File: config.mk
export PLATFORM = sky130hd
export DESIGN_NAME = acds_top
export DESIGN_NICKNAME = d
export VERILOG_FILES = /design/src/core/acds_top.v
export VERILOG_INCLUDE_DIRS = /design/src /design/src/core
export SDC_FILE = /design/constraint.sdc
export NUM_CORES = 1
export LEC_CHECK = 0
export BUFFER_PORTS_ARGS = -buffer_cell sky130_fd_sc_hd__buf_2
export CAP_MARGIN = 20
export CORE_MARGIN = 5
export CORE_UTILIZATION = 68
export CTS_BUF_LIST = sky130_fd_sc_hd__clkbuf_4 sky130_fd_sc_hd__clkbuf_8
export CTS_CLUSTER_SIZE = 28
export DETAILED_ROUTE_END_ITERATION = 7
export PLACE_DENSITY = 0.94
export RECOVER_POWER = 50
export SLEW_MARGIN = 30
export SYNTH_ARGS = -nofsm -noshare
export SYNTH_HDL_FRONTEND = slang
export SYNTH_SLANG_ARGS = --single-unit
File: constraint.sdc
create_clock -name ref_clk -period 4.7 [get_ports ref_clk]
set_clock_uncertainty 0.2 [all_clocks]
set_input_delay 0.47 -clock ref_clk [delete_from_list [all_inputs] [get_ports ref_clk]]
set_output_delay 0.47 -clock ref_clk [all_outputs]
set_load 0.01 [all_outputs]
File: src/core/acds_defs.vh
`ifndef ACDS_DEFS_VH
`define ACDS_DEFS_VH
// Clock rate
`define ACDS_CLK_MHZ 20
// Register offsets
`define ACDS_ADDR_STATUS 8'h5e
`define ACDS_ADDR_LATCHED 8'h5f
// Live status bits
`define ACDS_B_MCLK_HALT 6
`define ACDS_B_PLL_UNLK 5
`define ACDS_B_SER_MISS 4
`define ACDS_B_COMBO 3
`define ACDS_B_MCLK_INV 2
`define ACDS_B_SCLK_INV 1
`define ACDS_B_FS_INV 0
// Latched status bits
`define ACDS_B_LT_HALT 4
`define ACDS_B_CK_MISS 2
`define ACDS_B_RESYNC 1
`define ACDS_B_CK_ERR 0
// Reset values
`define ACDS_FLAGS_RST 7'h7f
`define ACDS_LATCH_RST 8'h00
// Bit clock ratio window and low-phase limit
`define ACDS_SCLK_MIN 9'h020
`define ACDS_SCLK_MAX 9'h100
`define ACDS_LOW_LIMIT 4'h5
// Lowest master clock ratio refused for auto setup at high rates
`define ACDS_AUTO_MAX_RATIO 12'h200
// Times in ns and derived cycle counts
`define ACDS_MCLK_HALT_NS 5000
`define ACDS_MCLK_HALT_CYC ((`ACDS_MCLK_HALT_NS*`ACDS_CLK_MHZ+999)/1000)
`define ACDS_MISS_NS 100000
`define ACDS_MISS_CYC ((`ACDS_MISS_NS*`ACDS_CLK_MHZ+999)/1000)
`define ACDS_RESYNC_NS 10000
`define ACDS_RESYNC_CYC ((`ACDS_RESYNC_NS*`ACDS_CLK_MHZ+999)/1000)
// Frame period limits: 8 kHz slowest, 192 kHz fastest, 96 kHz boundary
`define ACDS_FRAME_MAX_NS 125000
`define ACDS_FRAME_MAX_CYC ((`ACDS_FRAME_MAX_NS*`ACDS_CLK_MHZ)/1000)
`define ACDS_FRAME_MIN_NS 5208
`define ACDS_FRAME_MIN_CYC ((`ACDS_FRAME_MIN_NS*`ACDS_CLK_MHZ+999)/1000)
`define ACDS_FAST_NS 10416
`define ACDS_FAST_CYC ((`ACDS_FAST_NS*`ACDS_CLK_MHZ)/1000)
`endif

File: src/core/acds_top.v
// Behaviour
// - Bit 6 of the live status reads 1 while the master clock is halted, 0 while it runs.
// - Bit 5 reads 1 while the PLL is unlocked or disabled, 0 while it is enabled and locked.
// - Bit 4 reads 1 only while frame and bit clocks both sit low, 0 if either runs.
// - Bit 3 reads 1 when rate and master clock ratio cannot be auto set up, else 0.
// - Bit 2 reads 1 unless the master clock ratio to the frame rate is detectable.
// - Bit 2 also reads 1 when the frame clock low phase spans five bit clocks or fewer.
// - Bit 1 reads 1 unless bit clocks per frame are stable and within 32 to 256.
// - Bit 0 reads 1 when the sampling rate cannot be detected and ignore-all-errors is clear.
// - Bit 0 is forced to 0 while the ignore-all-errors setting lets the converter recover.
// - A master clock halt is latched in bit 4 of the second register, cleared by reading it.
// - Any clock error is latched in bit 0 of the second register until read, then cleared.
// - Second register bit 1 shows resync in progress, bit 2 shows both serial clocks missing.
`timescale 1ns/1ps
`include "acds_defs.vh"
module acds_top #(
  parameter MCLK_HALT_CYC = `ACDS_MCLK_HALT_CYC,
  parameter MISS_CYC = `ACDS_MISS_CYC,
  parameter RESYNC_CYC = `ACDS_RESYNC_CYC
) (
  input wire ref_clk,
  input wire rst,
  input wire mclk,
  input wire sclk,
  input wire lrclk,
  input wire pll_enable,
  input wire pll_locked,
  input wire ignore_all_errors,
  input wire [7:0] reg_addr,
  input wire reg_wr,
  input wire [7:0] reg_wdata,
  input wire reg_rd,
  output reg [7:0] reg_rdata,
  output reg reg_rdata_valid
);

  // Master clock ratios the detector recognises
  function ratio_ok;
    input [11:0] r;
    begin
      case (r)
        12'h020, 12'h030, 12'h040, 12'h080, 12'h0c0, 12'h100,
        12'h180, 12'h200, 12'h300, 12'h400, 12'h480, 12'h600,
        12'h800, 12'hc00: ratio_ok = 1'b1;
        default: ratio_ok = 1'b0;
      endcase
    end
  endfunction

  // Two-stage synchronisers, one per pin
  wire [3:0] pin_raw = {pll_locked, lrclk, sclk, mclk};
  wire [3:0] sync2;
  genvar gi;
  generate
    for (gi = 0; gi < 4; gi = gi + 1) begin : g_sync
      reg s1;
      reg s2;
      always @(posedge ref_clk) begin
        if (rst) begin
          s1 <= 1'b0;
          s2 <= 1'b0;
        end else begin
          s1 <= pin_raw[gi];
          s2 <= s1;
        end
      end
      assign sync2[gi] = s2;
    end
  endgenerate

  // Edge stage for the three clock pins
  reg [2:0] sync3;
  always @(posedge ref_clk) begin
    if (rst)
      sync3 <= 3'h0;
    else
      sync3 <= sync2[2:0];
  end

  wire mclk_rise = sync2[0] & ~sync3[0];
  wire sclk_rise = sync2[1] & ~sync3[1];
  wire lr_rise = sync2[2] & ~sync3[2];
  wire lr_level = sync2[2];
  wire pll_lock_s = sync2[3];

  // Master clock halt watchdog
  reg [15:0] halt_cnt;
  reg mclk_halted;
  always @(posedge ref_clk) begin
    if (rst) begin
      halt_cnt <= 16'h0000;
      mclk_halted <= 1'b1;
    end else if (mclk_rise) begin
      halt_cnt <= 16'h0000;
      mclk_halted <= 1'b0;
    end else if (halt_cnt >= MCLK_HALT_CYC[15:0] - 16'h0001) begin
      mclk_halted <= 1'b1;
    end else begin
      halt_cnt <= halt_cnt + 16'h0001;
    end
  end

  // Both serial clocks held low
  reg [15:0] miss_cnt;
  reg ser_missing;
  always @(posedge ref_clk) begin
    if (rst) begin
      miss_cnt <= 16'h0000;
      ser_missing <= 1'b1;
    end else if (sync2[1] | sync2[2]) begin
      miss_cnt <= 16'h0000;
      ser_missing <= 1'b0;
    end else if (miss_cnt >= MISS_CYC[15:0] - 16'h0001) begin
      ser_missing <= 1'b1;
    end else begin
      miss_cnt <= miss_cnt + 16'h0001;
    end
  end

  // Per-frame counters, closed on each frame clock rise
  reg [8:0] sclk_cnt;
  reg [8:0] sclk_ratio;
  reg sclk_stable;
  reg [3:0] low_cnt;
  reg low_short;
  reg [11:0] mclk_cnt;
  reg [11:0] mclk_ratio;
  reg mclk_stable;
  reg [11:0] frame_cyc;
  reg [11:0] frame_len;
  reg frame_seen;
  wire frame_timeout = frame_cyc > `ACDS_FRAME_MAX_CYC;

  // Bit clocks per frame and low phase length
  always @(posedge ref_clk) begin
    if (rst) begin
      sclk_cnt <= 9'h000;
      sclk_ratio <= 9'h000;
      sclk_stable <= 1'b0;
      low_cnt <= 4'h0;
      low_short <= 1'b0;
    end else if (lr_rise) begin
      sclk_cnt <= {8'h00, sclk_rise};
      sclk_ratio <= sclk_cnt;
      sclk_stable <= frame_seen && (sclk_cnt == sclk_ratio);
      low_cnt <= 4'h0;
      low_short <= low_cnt <= `ACDS_LOW_LIMIT;
    end else begin
      if (sclk_rise && sclk_cnt != 9'h1ff)
        sclk_cnt <= sclk_cnt + 9'h001;
      if (sclk_rise && !lr_level && low_cnt != 4'hf)
        low_cnt <= low_cnt + 4'h1;
      if (frame_timeout)
        sclk_stable <= 1'b0;
    end
  end

  // Master clocks per frame
  always @(posedge ref_clk) begin
    if (rst) begin
      mclk_cnt <= 12'h000;
      mclk_ratio <= 12'h000;
      mclk_stable <= 1'b0;
    end else if (lr_rise) begin
      mclk_cnt <= {11'h000, mclk_rise};
      mclk_ratio <= mclk_cnt;
      mclk_stable <= frame_seen && (mclk_cnt == mclk_ratio);
    end else begin
      if (mclk_rise && mclk_cnt != 12'hfff)
        mclk_cnt <= mclk_cnt + 12'h001;
      if (frame_timeout)
        mclk_stable <= 1'b0;
    end
  end

  // Frame period in reference clock cycles
  always @(posedge ref_clk) begin
    if (rst) begin
      frame_cyc <= 12'h000;
      frame_len <= 12'h000;
      frame_seen <= 1'b0;
    end else if (lr_rise) begin
      frame_cyc <= 12'h001;
      frame_len <= frame_cyc;
      frame_seen <= ~frame_timeout;
    end else begin
      if (frame_cyc != 12'hfff)
        frame_cyc <= frame_cyc + 12'h001;
      if (frame_timeout)
        frame_seen <= 1'b0;
    end
  end

  // Detector results
  wire rate_ok = frame_seen && !frame_timeout && frame_len >= `ACDS_FRAME_MIN_CYC &&
    frame_len <= `ACDS_FRAME_MAX_CYC;
  wire sclk_ok = sclk_stable && sclk_ratio >= `ACDS_SCLK_MIN &&
    sclk_ratio <= `ACDS_SCLK_MAX;
  wire mclk_ok = rate_ok && mclk_stable && !mclk_halted && ratio_ok(mclk_ratio) &&
    !low_short;
  wire combo_bad = !mclk_ok || (mclk_ratio >= `ACDS_AUTO_MAX_RATIO &&
    frame_len < `ACDS_FAST_CYC);

  // Live flags, recomputed every cycle
  reg [6:0] flags;
  reg [6:0] next_flags;
  always @* begin
    next_flags = 7'h00;
    next_flags[`ACDS_B_MCLK_HALT] = mclk_halted;
    next_flags[`ACDS_B_PLL_UNLK] = ~pll_enable | ~pll_lock_s;
    next_flags[`ACDS_B_SER_MISS] = ser_missing;
    next_flags[`ACDS_B_COMBO] = combo_bad;
    next_flags[`ACDS_B_MCLK_INV] = ~mclk_ok;
    next_flags[`ACDS_B_SCLK_INV] = ~sclk_ok;
    next_flags[`ACDS_B_FS_INV] = ~rate_ok & ~ignore_all_errors;
  end

  always @(posedge ref_clk) begin
    if (rst)
      flags <= `ACDS_FLAGS_RST;
    else
      flags <= next_flags;
  end

  // Resync window after errors clear
  wire err_now = |flags;
  reg err_prev;
  reg [15:0] resync_cnt;
  wire resync_in_progress = resync_cnt != 16'h0000;
  always @(posedge ref_clk) begin
    if (rst)
      err_prev <= 1'b0;
    else
      err_prev <= err_now;
  end

  always @(posedge ref_clk) begin
    if (rst)
      resync_cnt <= 16'h0000;
    else if (err_prev && !err_now)
      resync_cnt <= RESYNC_CYC[15:0];
    else if (err_now)
      resync_cnt <= 16'h0000;
    else if (resync_in_progress)
      resync_cnt <= resync_cnt - 16'h0001;
  end

  // Register access
  wire rd_status = reg_rd && reg_addr == `ACDS_ADDR_STATUS;
  wire rd_latch = reg_rd && reg_addr == `ACDS_ADDR_LATCHED;
  wire wr_status = reg_wr && reg_addr == `ACDS_ADDR_STATUS;
  wire wr_latch = reg_wr && reg_addr == `ACDS_ADDR_LATCHED;

  reg status_rsv;
  reg [3:0] latch_rsv;
  reg latched_master_halt;
  reg latched_clock_error;

  // Reserved bits keep what software writes
  always @(posedge ref_clk) begin
    if (rst) begin
      status_rsv <= 1'b0;
      latch_rsv <= 4'h0;
    end else begin
      if (wr_status)
        status_rsv <= reg_wdata[7];
      if (wr_latch)
        latch_rsv <= {reg_wdata[7:5], reg_wdata[3]};
    end
  end

  // Set wins over the read clear
  always @(posedge ref_clk) begin
    if (rst) begin
      latched_master_halt <= 1'b0;
      latched_clock_error <= 1'b0;
    end else begin
      latched_master_halt <= (latched_master_halt & ~rd_latch) |
        flags[`ACDS_B_MCLK_HALT];
      latched_clock_error <= (latched_clock_error & ~rd_latch) | err_now;
    end
  end

  // Read strobe answered one cycle later
  always @(posedge ref_clk) begin
    if (rst)
      reg_rdata_valid <= 1'b0;
    else
      reg_rdata_valid <= reg_rd;
  end

  // Read data, one cycle after the strobe; unmapped reads return zero
  always @(posedge ref_clk) begin
    if (rst) begin
      reg_rdata <= `ACDS_LATCH_RST;
    end else begin
      if (rd_status)
        reg_rdata <= {status_rsv, flags};
      else if (rd_latch)
        reg_rdata <= {latch_rsv[3:1], latched_master_halt, latch_rsv[0],
          flags[`ACDS_B_SER_MISS], resync_in_progress, latched_clock_error};
      else if (reg_rd)
        reg_rdata <= 8'h00;
    end
  end

endmodule // acds_top

* Word level (Yosys, flattened, before mapping) *
Index checks and enable logic that the tools add are counted.

cells by class
  add/sub/neg operators = 7
  magnitude comparators = 10
  equal/unequal tests = 22
  muxes and demuxes = 21
  bitwise logic cells = 21
  reduce and logical (&&, ||, !) cells = 43

operator list
  cell                                                                     number
  8-bit two-way mux                                                        6
  12-bit by 11-bit == test with 1-bit output, second input constant        3
  16-bit by 1-bit adder with 16-bit output, second input constant          2
  12-bit by 1-bit adder with 12-bit output, second input constant          2
  12-bit by 10-bit == test with 1-bit output, second input constant        2
  12-bit == test, second input constant                                    2
  12-bit by 6-bit == test with 1-bit output, second input constant         2
  12-bit by 8-bit == test with 1-bit output, second input constant         2
  12-bit by 9-bit == test with 1-bit output, second input constant         2
  12-bit inequality test, second input constant                            2
  1-bit logical AND                                                        21
  8-bit by 7-bit == test with 1-bit output, second input constant          2
  16-bit by 11-bit >= comparator with 1-bit output, second input constant  1
  16-bit by 7-bit >= comparator with 1-bit output, second input constant   1
  16-bit nonzero test                                                      1
  16-bit by 1-bit subtractor with 16-bit output, second input constant     1
  1-bit two-way mux                                                        15
  14-bit OR reduction                                                      1
  12-bit == test                                                           1
  12-bit by 7-bit == test with 1-bit output, second input constant         1
  12-bit by 10-bit >= comparator with 1-bit output, second input constant  1
  12-bit by 7-bit >= comparator with 1-bit output, second input constant   1
  12-bit > comparator, second input constant                               1
  12-bit less-or-equal comparator, second input constant                   1
  19 further kinds                                                         50

storage, ports and cells
  bits in registers = 159
  input bits = 26
  output and inout bits = 9
  word-level logic and storage cells = 161

* Depth between registers and ports, before layout *
Gate-level depths: netlist (run 1).

  depth after elaboration = 11
  mapped depth = 8
  depth with buffers taken out = 8

* Worst setup path after synthesis (run 1) *
Ideal clock, no wire load.

  path kind = flip-flop to flip-flop
  start = register sclk_cnt[0]
  end = register sclk_cnt[5]
  library setup time = 70 ps
  arrival time = 1,862 ps
  data required time = 4,430 ps
  setup slack = 2,568 ps
  cell stages (with the launch flop) = 9
  buffers on the path = 0
  period minus slack after synthesis = 2,132 ps
  cells stage by stage = dfxtp_1 > ha_1 > nand3_1 > nor2_1 > ha_1 > nor2_1 > nand4_1 > or3_1 > a21oi_1

between the ends
  cells in the longest elaborated chain, start to end = 2
  elaborated cells on any way between the ends = 3
  those cells by class = 1 x add/sub; 1 x eq/ne; 1 x reduce/logical

ends and longest elaborated chain
  element                                                                                         line            RTL
  start: declaration                                                                              acds_top.v:121  reg [8:0] sclk_cnt;
  start signal: assignment                                                                        acds_top.v:143  sclk_cnt <= {8'h00, sclk_rise};
  start signal: assignment                                                                        acds_top.v:150  sclk_cnt <= sclk_cnt + 9'h001;
  parallel branches: the longest is 2 deep, another holds 9-bit by 1-bit adder with 9-bit output  --

Several ways; the timed one is not identified.
A chain may end at the register's enable or synchronous reset.

* Worst setup path in the final report (run 1) *
  start = register g_sync[2].s2
  end = register sclk_stable

between the ends
  cells in the longest elaborated chain, start to end = 2
  elaborated cells on any way between the ends = 3
  those cells by class = 1 x mux; 1 x bitwise; 1 x reduce/logical

ends and longest elaborated chain
  element                                                  line            RTL
  start: declaration                                       acds_top.v:57   reg s2;
  start signal: assignment                                 acds_top.v:61   s2 <= 1'b0;
  start signal: assignment                                 acds_top.v:64   s2 <= s1;
  1-bit AND (*)                                            acds_top.v:82   wire lr_rise = sync2[2] & ~sync3[2];
  1-bit two-way mux or 2-bit nonzero test (tied branches)  --
  end signal: assignment                                   acds_top.v:145  sclk_stable <= frame_seen && (sclk_cnt == sclk_ratio);
  end: declaration                                         acds_top.v:123  reg sclk_stable;

Every way passes the cells marked *; elsewhere a longest branch is shown, timed or not.

==> impl_metrics.tcl, run 1 <==
set metrics [dict create \
    final_cell_mix "159 x dfxtp_1, 107 x nand2_1, 89 x nor2_1" \
    grt_pass1_vias 5294 \
    clock_sinks 159 \
    status "finished, final reports clean" \
    ir_drop_uv 253 \
    finalNetCount 835 \
    viasPerCell 5.98 \
    routed_wl_mm 14.8 \
    diodes 0 \
    cts_hold_buffers 1 \
    clock_path_buffers 2 \
    numCtsBuffers 17 \
    drc 0 \
    grt_usage_pct 25.5 \
    grt_max_degree 73 \
    area_growth_syn_to_layout_pct 8.87 \
    first_pass_iters 5 \
    synth_area_um2 6740 \
    drive_gt1_share_pct 9.63 \
    cts.repair.resized 0 \
    critical_path_class "register to register" \
    dieArea_um2 12000 \
    syn_avg_cell_area_um2 8.67 \
    fin_cells 943 \
    drv_slew 0 \
    dp_cells 911 \
    cts_tree "done" \
    clk_pin_slew_worst_paths_ns 0.08 \
    synth_fp_nets 814 \
    die_y_um 110 \
    async_flop_share_pct 0 \
    fin_tns_setup_ns 0 \
    drtAntennaViolNets 0 \
    leakagePower_uw 0.00280 \
    end_kind "register" \
    min_path_type "input pin to register" \
    synth.yosys.warnings 0 \
    cap_violations 0 \
    vias 5638 \
    num_io_pins 35 \
    ys_ff_latch 159 \
    cp_max_fo 20 \
    post_drt_wl_per_cell_um 15.7 \
    grt_antenna_before_repair 0 \
    gp_congestion 0.868 \
    syn_inst 777 \
    rsz0062_at_grt "false" \
    initial_core_util_pct 69.3 \
    clock_latency_ns 0.46 \
    cts_setup_buffers 0 \
    post_synth_num_cell_types 59 \
    p_total_uw 2510 \
    period_share_pct 60.2 \
    row_count 36 \
    period_needed_ns 2.83 \
    max_slew_margin_pct 7.10 \
    final_common_cell "dfxtp_1" \
    drt_iter0_markers 548 \
    grt_pass1_wl_mm 24.2 \
    powerDensity_nw_per_um2 342 \
    die_x_um 110 \
    synth_edf_count 0 \
    cp-start-kind "register" \
    crit_arrival_ns 3.02 \
    timing.final.hold_violations 0 \
    hpwlAfterDp_mm 9.58 \
    worst_pin_slew_ns 1.39 \
    fmax_ghz 0.353 \
    required_ns 4.89 \
    grt.overflow.total 0 \
    yosysSeqAreaShare_pct 47.2 \
    synth_top_flop_cell "dfxtp_1" \
    cts.htree.levels 4 \
    core_area_um2 9730 \
    portBuffers 30 \
    finalSetupViolCount 0 \
    cts_root_buffer "clkbuf_8" \
]
## path summary, 6_finish.rpt
path                           startpoint  slack, ns  cells past startpoint                  endpoint
hold / removal                 pll_enable       0.02                      2       flags[5]$_SDFF_PP1_
setup reg to reg  g_sync[2].s2$_SDFF_PP0_       1.87                      6  sclk_stable$_SDFFE_PP0P_
hold reg to reg   g_sync[3].s2$_SDFF_PP0_       0.20                      1       flags[5]$_SDFF_PP1_
setup / recovery  g_sync[2].s2$_SDFF_PP0_       1.87                      6  sclk_stable$_SDFFE_PP0P_
## report_power, final
part | switching (µW) | internal, µW | total [µW] | leakage [µW]
registers | 15.6 | 1360 | 1380 | 0.00129
logic | 59.9 | 33.9 | 93.9 | 0.00130
clock network | 486 | 553 | 1040 | 0.000210
## through the flow
step	util (%)	hold WS (ns)	setup slack, ns	instance area (µm²)
after floorplan	-	0.153	2.57	6740
after global placement	71.4	0.164	2.33	6950
after detailed placement	71.4	0.181	2.25	6950
after CTS	75.7	0.00736	2.27	7370
after global routing	75.4	0.00324	1.75	7340
final	75.4	0.0193	1.87	7340
## per-layer routing
| layer | up-vias | share of wire [%] | GRT usage [%] |
|---|---|---|---|
| met1 | 2656 | 41 | 29.9 |
| met2 | 223 | 50 | 44.2 |
| met3 | 41 | 6.1 | 6.22 |
| met4 | 0 | 2.7 | 11.1 |
| met5 | - | 0 | 0 |
| li1 | 2718 | - | - |
## cell families (layout without fill, tap and decap cells)
family / Yosys count / in the layout / synth area share (%)
buf+inv: 43 / 76 / 2.60
simple gates: 366 / 366 / 27.2
flops: 159 / 159 / 47.2
mux: 16 / 16 / 2.51
xor+xnor: 63 / 63 / 8.19
fa+ha+maj: 11 / 11 / 2.04
compound gates: 119 / 119 / 10.2
## registers in the layout, summed over array words and instances (netlist names), 7 cells and up
name,cells
miss_cnt,16
sclk_ratio,9
frame_len,12
flags,7
mclk_ratio,12
halt_cnt,16
frame_cyc,12
mclk_cnt,12
resync_cnt,16
reg_rdata,8
sclk_cnt,9
## layout make-up
type,count,area [µm²]
multi-input combinational,575,3360
sequential,159,3180
fill,650,2390
clock buffer,21,270
timing repair buffer,35,178
tap,133,166
clock inverter,10,139
inverter,10,37.5
## critical path, cell delays in order, from the launching register on
cell	delay [ns]
dfxtp_1	0.43
nor2b_1	1.11
buf_4	0.42
nand4_1	0.14
nor3_1	0.23
nand3_1	0.09
o21ai_0	0.15
## synthesized netlist by cell type, types with 2 or more instances
library cell / n / area (µm²)
dfxtp_1: 159 / 3180
clkbuf_1: 25 / 93.8
o211ai_1: 3 / 22.5
and2_1: 7 / 43.8
xor2_1: 39 / 342
nand2_1: 107 / 402
mux2i_1: 9 / 90.1
buf_1: 6 / 22.5
nor3b_1: 2 / 15.0
a211oi_1: 4 / 30.0
nand2b_1: 4 / 25.0
nand3b_1: 2 / 15.0
o31ai_1: 2 / 15.0
a21oi_1: 71 / 355
or4_1: 5 / 37.5
xnor2_1: 24 / 210
and4_1: 5 / 43.8
inv_1: 9 / 33.8
mux2_2: 7 / 78.8
nor4b_1: 2 / 17.5
or4_4: 2 / 22.5
a211o_1: 2 / 17.5
or2_2: 3 / 18.8
nor2_1: 89 / 334
nor2b_1: 27 / 169
and3_1: 15 / 93.8
ha_1: 11 / 138
o2111ai_1: 2 / 17.5
or3_1: 9 / 56.3
a31oi_1: 2 / 12.5
nand3_1: 28 / 140
nand4_1: 17 / 106
nor3_1: 20 / 100
a31o_2: 2 / 17.5
nand4b_1: 2 / 17.5
nor4_1: 10 / 62.6
o21ai_0: 22 / 110
Note: power is estimated with default switching activity, not from simulation.
==> run 2, diff against run 1 <==
--- a/config.mk
+++ b/config.mk
@@ -9,11 +9,11 @@
 export BUFFER_PORTS_ARGS = -buffer_cell sky130_fd_sc_hd__buf_2
 export CAP_MARGIN = 20
 export CORE_MARGIN = 5
-export CORE_UTILIZATION = 68
+export CORE_UTILIZATION = 63
 export CTS_BUF_LIST = sky130_fd_sc_hd__clkbuf_4 sky130_fd_sc_hd__clkbuf_8
 export CTS_CLUSTER_SIZE = 28
 export DETAILED_ROUTE_END_ITERATION = 7
-export PLACE_DENSITY = 0.94
+export PLACE_DENSITY = 0.89
 export RECOVER_POWER = 50
 export SLEW_MARGIN = 30
 export SYNTH_ARGS = -nofsm -noshare
==> constraint.sdc (replaced) <==
create_clock -name ref_clk -period 2.8 [get_ports ref_clk]
set_clock_uncertainty 0.2 [all_clocks]
set_input_delay 0.28 -clock ref_clk [delete_from_list [all_inputs] [get_ports ref_clk]]
set_output_delay 0.28 -clock ref_clk [all_outputs]
set_load 0.01 [all_outputs]
==> impl_metrics.tcl, run 2 (synthesis gave the netlist of run 1 again) <==
set metrics [dict create \
    status "finished, final reports clean" \
    timing.final.hold_violations 0 \
    met3WireLength_um 789 \
    viasPerCell 5.86 \
    seq_area_um2 3180 \
    wl_met2_mm 7.13 \
    rsz0062_at_grt "false" \
    final_cell_mix "159 x dfxtp_1, 107 x nand2_1, 89 x nor2_1" \
    grt.overflow.total 0 \
    slowest_stage "or4_4" \
    slowest_delay_ns 0.53 \
    drt_iter0_markers 575 \
    post_drt_wl_per_cell_um 15.0 \
    hpwlAfterDp_mm 9.31 \
    clk_pin_slew_worst_paths_ns 0.09 \
    cts_setup_buffers 0 \
    initial_core_util_pct 65.0 \
    pwr-share-seq_pct 54.2 \
    grt_pass1_vias 5565 \
    grt_usage_pct 23.5 \
    leakagePower_uw 0.00286 \
    finalSetupViolCount 0 \
    worst_pin_slew_ns 0.971 \
    multi_input_area_um2 3370 \
    clock_latency_ns 0.47 \
    fin_tns_setup_ns 0 \
    cts.repair.resized 0 \
    fill_cells 717 \
    final_common_cell "dfxtp_1" \
    num_io_pins 35 \
    drive_gt1_share_pct 9.73 \
    switchingPower_uw 944 \
    min_path_type "input pin to register" \
    die_x_um 113 \
    cts.htree.levels 4 \
    period_needed_ns 2.43 \
    clock_sinks 159 \
    cts_tree "done" \
    cap_violations 0 \
    portBuffers 30 \
    die_y_um 113 \
    path_cells "or4_4 > nor4_1 > nand2_2 > or2_2 > a211oi_2" \
    drv_slew 0 \
    wl_met1_mm 6.18 \
    pwr-share-comb_pct 3.9 \
    cp_top_family "simple AND/OR/NAND/NOR gates" \
    first_pass_iters 6 \
    drc 0 \
    area_growth_syn_to_layout_pct 10.8 \
    period_share_pct 86.9 \
    ir_drop_uv 400 \
    p_clk_share_pct 41.9 \
    top_layer "met4" \
    max_slew_margin_pct 35.2 \
    crit_arrival_ns 2.62 \
    drtAntennaViolNets 0 \
    grt_antenna_before_repair 0 \
    required_ns 2.99 \
    finalNetCount 847 \
    fmax_ghz 0.411 \
    p_int_uw 3330 \
    clock_path_buffers 2 \
    crit_buf_inv 0 \
    diodes 0 \
    hold_slack_ns 0.0181 \
    powerDensity_nw_per_um2 572 \
    cts_root_buffer "clkbuf_8" \
    grt_pass1_wl_mm 25.0 \
    final_area_um2 7470 \
    row_count 37 \
    cts_hold_buffers 11 \
    cp-start-kind "register" \
    grt_max_degree 50 \
    core_area_um2 10400 \
    placed_cell_area_um2 6970 \
    biggestRegsByFlops "halt_cnt x16, miss_cnt x16, resync_cnt x16" \
    routed_wl_mm 14.3 \
    dieArea_um2 12900 \
    cp_max_fo 13 \
    vias 5614 \
    end_kind "register" \
    gp_congestion 0.830 \
    swShare_pct 22.1 \
    critical_path_class "register to register" \
    numCtsBuffers 17 \
]
## run 2: cell count changes in the layout (fill, tap and decap cells not counted)
cell,delta
clkinv_4,-2
clkbuf_2,+2
or4_2,-1
inv_6,+2
clkbuf_8,+2
or4_4,+1
dlygate4sd3_1,+10
clkinvlp_4,-1
clkbuf_4,-1
## run 2: power groups by stage
stage	logic, µW	registers, µW	clock network, µW
detailed placement	154	2370	0
global placement	145	2370	0
global route	185	2320	1910
finish	166	2320	1790
CTS	167	2320	1800
floorplan	108	2360	0
## run 2: metal layers
layer / global-route usage, % / vias to the layer above
li1: - / 2747
met4: 8.73 / 0
met1: 28.3 / 2653
met2: 40.6 / 182
met5: 0 / -
met3: 6.21 / 32
## run 2: worst paths after layout
check | endpoint | start | cells after the start | slack, ns
max | resync_cnt[1]$_SDFFE_PP0N_ | flags[3]$_SDFF_PP1_ | 5 | 0.37
min reg2reg | flags[5]$_SDFF_PP1_ | g_sync[3].s2$_SDFF_PP0_ | 1 | 0.18
max reg2reg | resync_cnt[1]$_SDFFE_PP0N_ | flags[3]$_SDFF_PP1_ | 5 | 0.37
min | status_rsv$_SDFFE_PP0P_ | reg_wr | 4 | 0.02
## run 2: cell type report
type	instances	share of cell area, %
clock inverters	9	1.76
repair buffers	47	3.85
clock buffers	22	3.89
well taps	136	2.28
multi-input cells	575	45.1
inverters	10	0.503
flip-flops and latches	159	42.6
## run 2: tightest hold or removal path, cell delays in order
cell and delay (ns):
buf_2 0.11, nand3b_1 0.09, mux2i_1 0.09, nor2_1 0.09
## run 2: per-stage QoR
step / total power, µW / std cells / setup WS [ns] / util, %
6_report: 4270 / 958 / 0.368 / 72.0
5_1_grt: 4420 / 958 / 0.272 / 72.0
2_1_floorplan: 2470 / 777 / 0.668 / -
4_1_cts: 4280 / 958 / 0.485 / 72.3
3_3_place_gp: 2510 / 916 / 0.597 / 67.2
3_5_place_dp: 2520 / 916 / 0.510 / 67.2
==> run 3, diff against run 2 <==
--- a/config.mk
+++ b/config.mk
@@ -8,12 +8,13 @@
 export LEC_CHECK = 0
 export BUFFER_PORTS_ARGS = -buffer_cell sky130_fd_sc_hd__buf_2
 export CAP_MARGIN = 20
-export CORE_MARGIN = 5
-export CORE_UTILIZATION = 63
+export CORE_MARGIN = 2
+export CORE_UTILIZATION = 68
 export CTS_BUF_LIST = sky130_fd_sc_hd__clkbuf_4 sky130_fd_sc_hd__clkbuf_8
 export CTS_CLUSTER_SIZE = 28
 export DETAILED_ROUTE_END_ITERATION = 7
-export PLACE_DENSITY = 0.89
+export HOLD_SLACK_MARGIN = 0.03
+export PLACE_DENSITY = 0.94
 export RECOVER_POWER = 50
 export SLEW_MARGIN = 30
 export SYNTH_ARGS = -nofsm -noshare
==> constraint.sdc (replaced) <==
create_clock -name ref_clk -period 2.99 [get_ports ref_clk]
set_clock_uncertainty 0.2 [all_clocks]
set_input_delay 0.299 -clock ref_clk [delete_from_list [all_inputs] [get_ports ref_clk]]
set_output_delay 0.299 -clock ref_clk [all_outputs]
set_load 0.01 [all_outputs]
==> impl_metrics.tcl, run 3 (synthesis gave the netlist of run 1 again) <==
set metrics [dict create \
    crit_arrival_ns 2.52 \
    slowest_delay_ns 0.38 \
    grt_pass1_vias 5608 \
    drv_slew 0 \
    crit_buf_inv 1 \
    cts_setup_buffers 0 \
    dieArea_um2 10700 \
    finalNetCount 846 \
    portBuffers 30 \
    powerDensity_nw_per_um2 527 \
    r2r-end "resync_cnt[12]$_SDFFE_PP0N_" \
    clock_sinks 159 \
    required_ns 3.19 \
    post_drt_wl_per_cell_um 16.7 \
    cts_tree "done" \
    drc 0 \
    switchingPower_uw 916 \
    initial_core_util_pct 69.6 \
    cp_top_family "simple AND/OR/NAND/NOR gates" \
    hpwlAfterDp_mm 9.51 \
    finalSetupViolCount 0 \
    leakagePower_uw 0.00285 \
    timing.final.hold_violations 0 \
    cp_max_fo 9 \
    worstHoldStart "rst" \
    viasPerCell 6.08 \
    period_share_pct 77.6 \
    min_path_type "input pin to register" \
    area_growth_syn_to_layout_pct 10.7 \
    cpMostUsedCell "or3_1" \
    pre_cts_slack_ns 0.653 \
    die_x_um 104 \
    cts_hold_buffers 11 \
    drtAntennaViolNets 0 \
    path_cells "inv_1 > ha_1 > nor3b_2 > nand3_2 > or3_1 > or3_1 > a21oi_1" \
    r2r_slack_ns 0.67 \
    ir_drop_uv 417 \
    cts.repair.resized 0 \
    numCtsBuffers 17 \
    hold_depth 2 \
    status "finished, final reports clean" \
    routed_wl_mm 15.9 \
    critical_path_class "register to register" \
    final_cell_mix "159 x dfxtp_1, 107 x nand2_1, 89 x nor2_1" \
    num_io_pins 35 \
    drive_gt1_share_pct 9.87 \
    clk_pin_slew_worst_paths_ns 0.09 \
    hold_slack_ns 0.0796 \
    die_y_um 104 \
    drt_iter0_markers 551 \
    cts.htree.levels 4 \
    p_clk_share_pct 40.7 \
    cts_root_buffer "clkbuf_8" \
    slowest_stage "or3_1" \
    grt_max_degree 50 \
    diodes 0 \
    fmax_ghz 0.431 \
    grt_antenna_before_repair 0 \
    fill_cells 559 \
    rsz0062_at_grt "false" \
    row_count 36 \
    max_slew_margin_pct 31.6 \
    timing.final.ws_setup_ns 0.670 \
    grt_pass1_wl_mm 26.4 \
    gp_congestion 0.846 \
    clock_latency_ns 0.46 \
    clock_path_buffers 2 \
    swShare_pct 23.3 \
    final_common_cell "dfxtp_1" \
    pwr-share-comb_pct 4.1 \
    seq_area_um2 3180 \
    p_int_uw 3020 \
    grt.overflow.total 0 \
    cap_violations 0 \
    biggestRegsByFlops "halt_cnt x16, miss_cnt x16, resync_cnt x16" \
    multi_input_area_um2 3380 \
    core_area_um2 9680 \
    grt_usage_pct 30.2 \
    holdPathEnd "g_sync[2].s1$_SDFF_PP0_" \
    pwr-share-seq_pct 55.2 \
    fin_tns_setup_ns 0 \
    worst_pin_slew_ns 1.03 \
    end_kind "register" \
    rr_startpoint "resync_cnt[0]$_SDFFE_PP0N_" \
    utilization_pct 77.0 \
    first_pass_iters 7 \
    ff2ff_path_depth 7 \
    period_needed_ns 2.32 \
    cp-start-kind "register" \
    vias 5803 \
]
==> run 3: cell count changes in the layout (fill, tap and decap cells not counted), sizes merged <==
cell,before,now
clkinvlp,0,3
clkbuf,34,32
buf,24,23
bufinv,3,2
==> run 3: power groups by stage <==
| stage | Combinational [µW] | Sequential, µW | Clock [µW] |
|---|---|---|---|
| after global routing | 179 | 2170 | 1700 |
| after CTS | 158 | 2170 | 1600 |
| after global placement | 136 | 2220 | 0 |
| after floorplan | 101 | 2210 | 0 |
| after detailed placement | 144 | 2220 | 0 |
| final | 163 | 2170 | 1600 |
==> run 3: final cells by class <==
class	instances	share of cell area [%]
clock inverter	11	1.76
timing repair buffer	46	3.76
clock buffer	20	3.69
multi-input combinational	575	45.4
sequential	159	42.7
tap	133	2.23
inverter	10	0.503
==> run 3: worst max-delay path by stage <==
stage                                     startpoint                          end  slack, ns  depth (start not counted)
after floorplan             sclk_cnt[0]$_SDFFE_PP0P_     sclk_cnt[5]$_SDFFE_PP0P_       0.86                          8
after global placement                           rst     halt_cnt[6]$_SDFFE_PP0N_       0.77                          5
after detailed placement                         rst     halt_cnt[6]$_SDFFE_PP0N_       0.65                          5
after CTS                 resync_cnt[0]$_SDFFE_PP0N_  resync_cnt[12]$_SDFFE_PP0N_       0.68                          7
after global routing             sync3[2]$_SDFF_PP0_      low_cnt[2]$_SDFFE_PP0P_       0.53                          4
final                     resync_cnt[0]$_SDFFE_PP0N_  resync_cnt[12]$_SDFFE_PP0N_       0.67                          7
==> run 3: through the flow <==
step                      power (µW)  instances  area [µm²]
after floorplan                 2310        777        6740
after global placement          2350        912        6960
after detailed placement        2360        912        6960
after CTS                       3920        954        7470
after global routing            4060        954        7460
final                           3930        954        7460
==> run 3: worst reg2reg max path: cells and delay by family, from the launching register on <==
kind	cells	cell delay [ns]
compound gates	1	0.12
flops	1	0.34
simple gates	4	1.32
buf+inv	1	0.11
fa+ha+maj	1	0.17
==> run 3: metal layers <==
layer	vias up	GRT usage [%]	routed length (µm)
met5	-	0	0
met4	0	13.4	584
met3	71	8.31	1000
met2	241	51.1	7900
met1	2750	36.1	6430
li1	2741	-	-
